### src/eir_pkg.sv
// package for the external interrupt and reset pin block
// assumes one clock (ref_clk, 40 mhz) and a synchronous active-high reset
package eir_pkg;

  // =====================================================
  // timing
  // =====================================================
  localparam int unsigned CLK_PERIOD_NS = 25;
  // slowest acceptable processor clock period, as a time
  localparam int unsigned SLOW_LIMIT_NS = 2000;
  localparam int unsigned SLOW_LIMIT_CYC = SLOW_LIMIT_NS / CLK_PERIOD_NS;
  // minimum length the reset pin is driven low after an internal failure
  localparam int unsigned FAIL_PULSE_NS = 400;
  localparam int unsigned FAIL_PULSE_CYC = (FAIL_PULSE_NS + CLK_PERIOD_NS - 1) / CLK_PERIOD_NS;
  localparam int unsigned CNT_W = 8;
  localparam logic [CNT_W-1:0] SLOW_LIMIT_CNT = CNT_W'(SLOW_LIMIT_CYC);
  localparam logic [CNT_W-1:0] FAIL_PULSE_CNT = CNT_W'(FAIL_PULSE_CYC);

  // =====================================================
  // values after reset
  // =====================================================
  localparam logic MASK_RST = 1'b1;
  localparam logic LATCH_RST = 1'b0;

  // =====================================================
  // types
  // =====================================================
  typedef enum logic [2:0] {
    EIR_RUN = 3'h1,
    EIR_ENTRY = 3'h2,
    EIR_FAIL = 3'h4
  } eir_state_t;

  // cpu side handshake
  typedef struct packed {
    logic instr_done;
    logic mask_clear;
    logic mask_set;
    logic level_mode;
  } eir_cpu_t;

  // supervisor events
  typedef struct packed {
    logic watchdog_supervisor_fail;
    logic clock_monitor_fail;
  } eir_fail_t;

endpackage

### src/eir_sync.sv
// two flip-flop synchroniser for one asynchronous level
// assumes the input comes from a pin outside the clock domain
`timescale 1ns/1ps
module eir_sync
  import eir_pkg::*;
(
  input wire logic ref_clk,
  input wire logic sys_rst,
  input wire logic clk_en,
  input wire logic async_in,
  input wire logic rst_val,
  output logic sync_out
);

  logic meta_r;
  logic meta_nxt;
  logic sync_r;
  logic sync_nxt;

  always_comb
  begin
    meta_nxt = meta_r;
    sync_nxt = sync_r;
    if (clk_en)
    begin
      meta_nxt = async_in;
      sync_nxt = meta_r;
    end
  end

  // rst_val is a tie-off constant at each instance
  always_ff @(posedge ref_clk)
  begin
    if (sys_rst)
    begin
      meta_r <= rst_val;
      sync_r <= rst_val;
    end
    else
    begin
      meta_r <= meta_nxt;
      sync_r <= sync_nxt;
    end
  end

  assign sync_out = sync_r;

endmodule

### src/eir_top.sv
// external interrupt request and bidirectional reset pin logic
// assumes the cpu core reports instruction boundaries and mask instructions
`timescale 1ns/1ps
module eir_top
  import eir_pkg::*;
(
  input wire logic ref_clk,
  input wire logic sys_rst,
  input wire logic clk_en,
  input wire logic irq_n_in,
  input wire logic rst_pin_n_in,
  input wire logic cpu_clk_tick,
  input wire eir_cpu_t cpu,
  input wire eir_fail_t fail_in,
  output logic rst_pin_n_out,
  output logic rst_pin_oe_n,
  output logic core_rst,
  output logic int_entry,
  output logic int_mask,
  output logic req_pending
);

  // =====================================================
  // synchronisers
  // =====================================================
  logic irq_s;
  logic rst_pin_s;
  logic tick_s;

  eir_sync u_irq_sync (
    .ref_clk(ref_clk),
    .sys_rst(sys_rst),
    .clk_en(clk_en),
    .async_in(irq_n_in),
    .rst_val(1'b1),
    .sync_out(irq_s)
  );

  eir_sync u_rst_sync (
    .ref_clk(ref_clk),
    .sys_rst(sys_rst),
    .clk_en(clk_en),
    .async_in(rst_pin_n_in),
    .rst_val(1'b1),
    .sync_out(rst_pin_s)
  );

  eir_sync u_tick_sync (
    .ref_clk(ref_clk),
    .sys_rst(sys_rst),
    .clk_en(clk_en),
    .async_in(cpu_clk_tick),
    .rst_val(1'b0),
    .sync_out(tick_s)
  );

  // =====================================================
  // state
  // =====================================================
  eir_state_t state_r, state_nxt;
  logic irq_prev_r, irq_prev_nxt;
  logic tick_prev_r, tick_prev_nxt;
  logic latch_r, latch_nxt;
  logic mask_r, mask_nxt;
  logic entry_r, entry_nxt;
  logic core_rst_r, core_rst_nxt;
  logic drive_r, drive_nxt;
  logic oe_n_r, oe_n_nxt;
  logic [CNT_W-1:0] mon_cnt_r, mon_cnt_nxt;
  logic [CNT_W-1:0] pulse_cnt_r, pulse_cnt_nxt;

  logic fall;
  logic set_req;
  logic take;
  logic clk_fail;
  logic any_fail;

  // one counter step shared by the clock monitor and the pulse timer
  function automatic logic [CNT_W-1:0] cnt_step(input logic [CNT_W-1:0] v, input logic up);
    cnt_step = up ? v + CNT_W'(1) : v - CNT_W'(1);
  endfunction

  // =====================================================
  // next values
  // =====================================================
  always_comb
  begin
    state_nxt = state_r;
    irq_prev_nxt = irq_prev_r;
    tick_prev_nxt = tick_prev_r;
    latch_nxt = latch_r;
    mask_nxt = mask_r;
    entry_nxt = entry_r;
    core_rst_nxt = core_rst_r;
    drive_nxt = drive_r;
    mon_cnt_nxt = mon_cnt_r;
    pulse_cnt_nxt = pulse_cnt_r;
    fall = irq_prev_r & ~irq_s;
    // edge-only mode sees falls; level mode adds a held low
    set_req = fall | (cpu.level_mode & ~irq_s);
    take = cpu.instr_done & latch_r & ~mask_r & (state_r == EIR_RUN);
    clk_fail = 1'b0;
    if (clk_en)
    begin
      entry_nxt = 1'b0;
      irq_prev_nxt = irq_s;
      tick_prev_nxt = tick_s;
      // a stopped or slow processor clock runs the monitor out
      if (tick_s != tick_prev_r)
        mon_cnt_nxt = '0;
      else if (mon_cnt_r != SLOW_LIMIT_CNT)
        mon_cnt_nxt = cnt_step(mon_cnt_r, 1'b1);
      clk_fail = fail_in.clock_monitor_fail | (mon_cnt_r == SLOW_LIMIT_CNT);
      any_fail = fail_in.watchdog_supervisor_fail | clk_fail;
      // software mask control; a new request wins over the entry clear
      if (cpu.mask_clear)
        mask_nxt = 1'b0;
      if (cpu.mask_set)
        mask_nxt = 1'b1;
      if (take)
        latch_nxt = 1'b0;
      if (set_req)
        latch_nxt = 1'b1;
      unique case (state_r)
        EIR_RUN:
        begin
          core_rst_nxt = 1'b0;
          if (take)
          begin
            entry_nxt = 1'b1;
            state_nxt = EIR_ENTRY;
          end
        end
        EIR_ENTRY:
        begin
          // registers are stacked by now; mask before the vector fetch
          mask_nxt = 1'b1;
          state_nxt = EIR_RUN;
        end
        EIR_FAIL:
        begin
          if (pulse_cnt_r != '0)
            pulse_cnt_nxt = cnt_step(pulse_cnt_r, 1'b0);
          else
          begin
            drive_nxt = 1'b0;
            state_nxt = EIR_RUN;
          end
        end
        default:
          state_nxt = EIR_RUN;
      endcase
      if (any_fail && state_r != EIR_FAIL)
      begin
        drive_nxt = 1'b1;
        pulse_cnt_nxt = FAIL_PULSE_CNT;
        state_nxt = EIR_FAIL;
        mon_cnt_nxt = '0;
      end
      // pin low, from outside or our own drive, holds the core in reset
      if (!rst_pin_s || drive_nxt)
      begin
        core_rst_nxt = 1'b1;
        mask_nxt = MASK_RST;
        latch_nxt = LATCH_RST;
        entry_nxt = 1'b0;
        if (state_nxt == EIR_ENTRY)
          state_nxt = EIR_RUN;
      end
    end
    else
      any_fail = 1'b0;
    // pin enable has its own flop so the output needs no gate
    oe_n_nxt = ~drive_nxt;
  end

  // =====================================================
  // registers
  // =====================================================
  always_ff @(posedge ref_clk)
  begin
    if (sys_rst)
    begin
      state_r <= EIR_RUN;
      irq_prev_r <= 1'b1;
      tick_prev_r <= 1'b0;
      latch_r <= LATCH_RST;
      mask_r <= MASK_RST;
      entry_r <= 1'b0;
      core_rst_r <= 1'b1;
      drive_r <= 1'b0;
      oe_n_r <= 1'b1;
      mon_cnt_r <= '0;
      pulse_cnt_r <= '0;
    end
    else
    begin
      state_r <= state_nxt;
      irq_prev_r <= irq_prev_nxt;
      tick_prev_r <= tick_prev_nxt;
      latch_r <= latch_nxt;
      mask_r <= mask_nxt;
      entry_r <= entry_nxt;
      core_rst_r <= core_rst_nxt;
      drive_r <= drive_nxt;
      oe_n_r <= oe_n_nxt;
      mon_cnt_r <= mon_cnt_nxt;
      pulse_cnt_r <= pulse_cnt_nxt;
    end
  end

  // =====================================================
  // outputs
  // =====================================================
  // open drain: data is always low, enable low while pulling
  assign rst_pin_n_out = 1'b0;
  assign rst_pin_oe_n = oe_n_r;
  assign core_rst = core_rst_r;
  assign int_entry = entry_r;
  assign int_mask = mask_r;
  assign req_pending = latch_r;

endmodule

### config.mk
export PLATFORM = sky130hd
export DESIGN_NAME = eir_top
export DESIGN_NICKNAME = d
export VERILOG_FILES = /design/src/eir_pkg.sv /design/src/eir_sync.sv /design/src/eir_top.sv
export SDC_FILE = /design/constraint.sdc
export NUM_CORES = 1
export LEC_CHECK = 0
export ABC_AREA = 1
export BUFFER_PORTS_ARGS = -buffer_cell sky130_fd_sc_hd__buf_2
export CAP_MARGIN = 20
export CORE_MARGIN = 1
export CORE_UTILIZATION = 58
export CTS_CLUSTER_SIZE = 10
export DETAILED_ROUTE_END_ITERATION = 10
export PLACE_DENSITY = 0.78
export SETUP_SLACK_MARGIN = 0.2
export SYNTH_ARGS = -nofsm -noshare
export SYNTH_HDL_FRONTEND = slang
export SYNTH_SLANG_ARGS = --single-unit
### constraint.sdc
create_clock -name ref_clk -period 3.2 [get_ports ref_clk]
set_input_delay 0.48 -clock ref_clk [delete_from_list [all_inputs] [get_ports ref_clk]]
set_output_delay 0.48 -clock ref_clk [all_outputs]
set_load 0.03 [all_outputs]
Word-level counts from Yosys, hierarchy flattened
Index checks and enable logic that the tools add are counted.

Register bits: 33. Output and inout port bits: 6. Word-level logic and storage cells: 83.

Add/sub/neg operators: 2. Equality and inequality tests: 8. Muxes and demuxes: 30. Bitwise operators: 11. Reduce and logical (&&, ||, !) cells: 15.

Operators with widths (number): 8-bit two-way mux (6); 3-bit two-way mux (6); 1-bit two-way mux (17); 8-bit by 1-bit adder with 8-bit output, second input constant (1); 8-bit by 7-bit == test with 1-bit output, second input constant (1); 8-bit by 7-bit != test with 1-bit output, second input constant (1); 2-bit AND reduction (4); 8-bit nonzero test (1); 8-bit by 1-bit subtractor with 8-bit output, second input constant (1); 3-bit by 2-bit == test with 1-bit output, second input constant (2); 3-bit one-hot mux with 2 select lines (1); 2-bit nonzero test (3); 3-bit nonzero test (2); 1-bit bitwise AND (5); 4-bit nonzero test (1); 3-bit by 1-bit == test with 1-bit output, second input constant (1); 3-bit == test, second input constant (1); 3-bit != test, second input constant (1); 1-bit NOT (3); 1-bit bitwise OR (3); 3-bit AND reduction (1); 1-bit logical AND (1); 1-bit zero test (1); 1-bit logical OR (1); 1-bit != test (1).

Depth between registers and ports, before layout
Depth after elaboration: 10. Gate-level depth with buffers: 12.

Hierarchy
A second synthesis with hierarchy kept.

Cells, all modules: 270. Area total of the unflattened synthesis: 1891.8 sq um.

By module, submodules not included: eir_top (times used 1, cells an instance 243, area each 1625.3 sq um, sequential area each 540.5 sq um); eir_sync (times used 3, cells an instance 9, area each 88.8 sq um, sequential area each 60.1 sq um).

Worst setup path before layout
No wires, ideal clock.

Path kind: register to register. Start: reg mon_cnt_r[0]. End: reg mon_cnt_r[5]. Arrival: 1.289 ns. Data required time: 3.068 ns. Slack: 1.779 ns. Stages on the path, launching flop included: 10. Buffers on the path: 0. Clock period less this slack: 1.421 ns. Cell sequence: dfxtp_1 inv_1 ha_1 nand2_1 nor2_1 nand2_2 nor2_2 clkinv_1 nand4_1 a21oi_1.

Longest elaborated chain between the ends: 6.

RTL lines: from (decl) (RTL line eir_top.sv:69) `logic [CNT_W-1:0] mon_cnt_r, mon_cnt_nxt;`; from (signal assigned) (RTL line eir_top.sv:207) `mon_cnt_r <= mon_cnt_nxt;`; branches (longest 6 deep; another with 8-bit by 1-bit adder with 8-bit output).

Parallel ways; which one is timed is not known. The select of a mux whose other input is x is not followed. A chain may end at the register's enable or synchronous reset.

Worst setup path after layout
Start: reg mon_cnt_r[0]. End: reg core_rst_r (netlist: core_rst).

Longest elaborated chain between the ends: 9.

RTL lines: 8-bit by 7-bit == test with 1-bit output * (RTL line eir_top.sv:113) `clk_fail = fail_in.clock_monitor_fail | (mon_cnt_r == SLOW_LIMIT_CNT);`; 1-bit bitwise OR * (RTL line eir_top.sv:113); 1-bit bitwise OR * (RTL line eir_top.sv:114) `any_fail = fail_in.watchdog_supervisor_fail | clk_fail;`; 1-bit logical AND * (RTL line eir_top.sv:153) `if (any_fail && state_r != EIR_FAIL)`; 1-bit two-way mux * (RTL line eir_top.sv:153); 1-bit two-way mux * (RTL line eir_top.sv:103) `if (clk_en)`; 1-bit logical OR * (RTL line eir_top.sv:161) `if (!rst_pin_s || drive_nxt)`; 2-bit nonzero test (no source line); 2-bit AND reduction (no source line); to (signal assigned) (RTL line eir_top.sv:204) `core_rst_r <= core_rst_nxt;`; to (decl) (RTL line eir_top.sv:66) `logic core_rst_r, core_rst_nxt;`.

Every way passes the cells marked *; elsewhere a longest branch is shown, timed or not. The select of a mux whose other input is x is not followed.

==> results.yml <==
status:
  status: "finished, violations left"
  failed_checks: "design-rule violations"
global_route:
  antenna_found_initial: 0
  grt_first_pass_wirelength_um: 5890
  grt_use_total: 0.229
  grt_overflow_total: 0
  top_usage_layer: "met2"
  met1_usage: 0.299
  grt_util_met3: 0.0726
  grt_pass1_vias: 1429
  use_met2: 0.360
  grt_max_degree: 33
sta:
  post-route-period-util: 0.529
  fin_skew_ps: 18.8
  tightestPinTransition_ps: 515
  finalWorstSetupSlack_ps: 1510
  setup_violations: 0
  worst_hold_slack_ps: 358
  fin_crit_ps: 1690
  fmax_mhz: 591
  final_max_slew_viol_count: 0
  slew_headroom: 0.657
  rsz0062_at_grt: "no"
  tns_ps: 0
  hold_violations: 0
final_layout:
  final_area_um2: 1920
  layout.nets: 297
  register_area_um2: 661
  diodes: 0
  fill_cells: 246
  top_regs: "mon_cnt_r (8), pulse_cnt_r (8), state_r (3)"
  drive_above_1_share: 0.138
  multiInputGateArea_um2: 977
  stdcell_count: 313
  utilization: 0.672
  syn_to_final_growth_pct: 6.98
hold_path:
  holdPathStages: 3
  worstHoldStart: "rst_pin_n_in"
  worstHoldEndpoint: "u_rst_sync.meta_r$_SDFFE_PP1P_"
  hp-class: "primary input to flop"
cts:
  cts.sinks: 33
  post_cts.repair.setup_buffers: 0
  path_clk_slew_ps: 100
  clk_latency_ps: 340
  max-clock-path-buffers: 2
  clockRootBuffer: "clkbuf_4"
  cts_tree: "yes"
  cts-resized-gates: 0
  htreeDepth: 2
  cts-buffers-inserted: 5
  cts_hold_buf: 0
setup_path:
  critPathMaxFanout: 18
  crit_type: "flop to flop"
  rrSetupSlack_ps: 1510
  cp.arrival_ps: 1890
  worstPathRequired_ps: 3400
  ff2ff_path_depth: 10
  worst_setup_path_start_kind: "flop"
  cp_slowest_cell: "dfxtp_1"
  critPathMaxStageDelay_ps: 420
  r2r_end: "core_rst$_SDFFE_PP1P_"
  crit_chain: "inv_1 > ha_1 > nand2_1 > nor2_1 > nand2_2 > nand2_2 > nand2_4 > nand3_1 > nand2_1 > o211ai_1"
  reg2reg_from: "mon_cnt_r[0]$_SDFFE_PP0P_"
  end_kind: "flop"
yosys:
  synth_edf_count: 0
  synth_common_cells: "nand2_1 (71), nor2_1 (38), dfxtp_1 (33)"
  synth_warnings: 0
  async_flop_share: 0
  synth_cells: 267
  synth.area.top_cells: "dfxtp_1 (37%), nand2_1 (15%), nor2_1 (8.0%)"
  ys_types: 32
  avgSynthCellArea_um2: 6.71
  synth_ff_type: "dfxtp_1"
  syn_area_um2: 1790
  synth.top_cell.area_share: 0.369
  seq_area_frac_synth: 0.369
  yosysTopAreaCell: "dfxtp_1"
  synth_seq_cells: 33
  synthMostInstantiatedCell: "nand2_1"
  syn_nets: 283
placed_design:
  hpwl_um: 2440
  pre_cts_ws_ps: 1400
  port-buffer-count: 16
  placed_cells: 305
  placed_area_um2: 1860
  gp_congestion: 0.870
detailed_routing:
  drc_errors: 1
  avgRoutedWirePerCell_um: 10.7
  wirelength_um: 3350
  drtPass1Iterations: 7
  viasPerCell: 5.16
  antenna_left: 0
  drtIter0Drc: 64
  num_vias: 1615
power:
  p_total_mw: 0.806
  p_per_area_nw_per_um2: 420
  ir_worst_vdd_v: 0.000323
  leakage_nw: 0.861
floorplanning:
  core_um2: 2850
  fp.dieArea_um2: 3320
  ios: 18
  start_util: 0.628
  std_cell_rows: 19
  die_y_um: 57.6
  die_w_um: 57.6
run:
  drv_cap: 0
## worst max-delay path: cells and delay by family, from the launching register on
kind / cells / cell delay [ps]
AND/OR/NAND/NOR: 7 / 740
AO/OA/AOI/OAI: 1 / 90
buffers and inverters: 1 / 110
flip-flops: 1 / 420
adder cells (fa/ha/maj): 1 / 200
## report_power, final
part | switching (mW) | leakage [nW] | internal [mW]
Combinational | 0.0874 | 0.560 | 0.0460
Clock | 0.144 | 0.0310 | 0.0828
Sequential | 0.0150 | 0.271 | 0.430
## placed cells by master, fill, tap and decap left out, drive strengths merged
| cell type | count |
|---|---|
| a21oi | 21 |
| buf | 16 |
| clkbuf | 5 |
| clkinv | 3 |
| clkinvlp | 1 |
| conb | 1 |
| dfxtp | 33 |
| ha | 4 |
| inv | 27 |
| nand2 | 76 |
| nand3 | 21 |
| nand3b | 1 |
| nand4 | 7 |
| nor2 | 40 |
| nor3 | 3 |
| nor4 | 1 |
| o211ai | 4 |
| o21ai | 11 |
| o21bai | 1 |
| xnor2 | 1 |
| xor2 | 5 |
## cell families after synthesis
family | Yosys count | share of synthesized area
AND/OR/NAND/NOR | 149 | 0.369
XOR/XNOR | 6 | 0.0335
buffers and inverters | 37 | 0.0859
AO/OA/AOI/OAI | 37 | 0.112
other | 1 | 0.00209
flip-flops | 33 | 0.369
adder cells (fa/ha/maj) | 4 | 0.0279
## per-layer routing
layer | up-vias | part of all wire
li1 | 883 | -
met1 | 700 | 0.52
met2 | 27 | 0.44
met3 | 5 | 0.031
met4 | 0 | 0.014
met5 | - | 0
## worst max-delay path by stage
| stage | from | endpoint | slack, ps | cells after the start |
|---|---|---|---|---|
| floorplan | mon_cnt_r[0]$_SDFFE_PP0P_ | mon_cnt_r[5]$_SDFFE_PP0P_ | 1780 | 9 |
| global placement | clk_en | core_rst$_SDFFE_PP1P_ | 1460 | 4 |
| detailed placement | clk_en | core_rst$_SDFFE_PP1P_ | 1400 | 4 |
| CTS | mon_cnt_r[0]$_SDFFE_PP0P_ | mon_cnt_r[7]$_SDFFE_PP0P_ | 1520 | 11 |
| global route | mon_cnt_r[0]$_SDFFE_PP0P_ | mon_cnt_r[7]$_SDFFE_PP0P_ | 1290 | 11 |
| finish | mon_cnt_r[0]$_SDFFE_PP0P_ | core_rst$_SDFFE_PP1P_ | 1510 | 10 |
## area by class of cell
type	instances	area share
Timing Repair Buffer	16	0.0418
Sequential cell	33	0.345
Clock buffer	5	0.0196
Tap cell	31	0.0202
Multi-Input combinational cell	197	0.510
Inverter	28	0.0548
Clock inverter	3	0.00914
No activity file was read; power rests on OpenSTA's default activity.
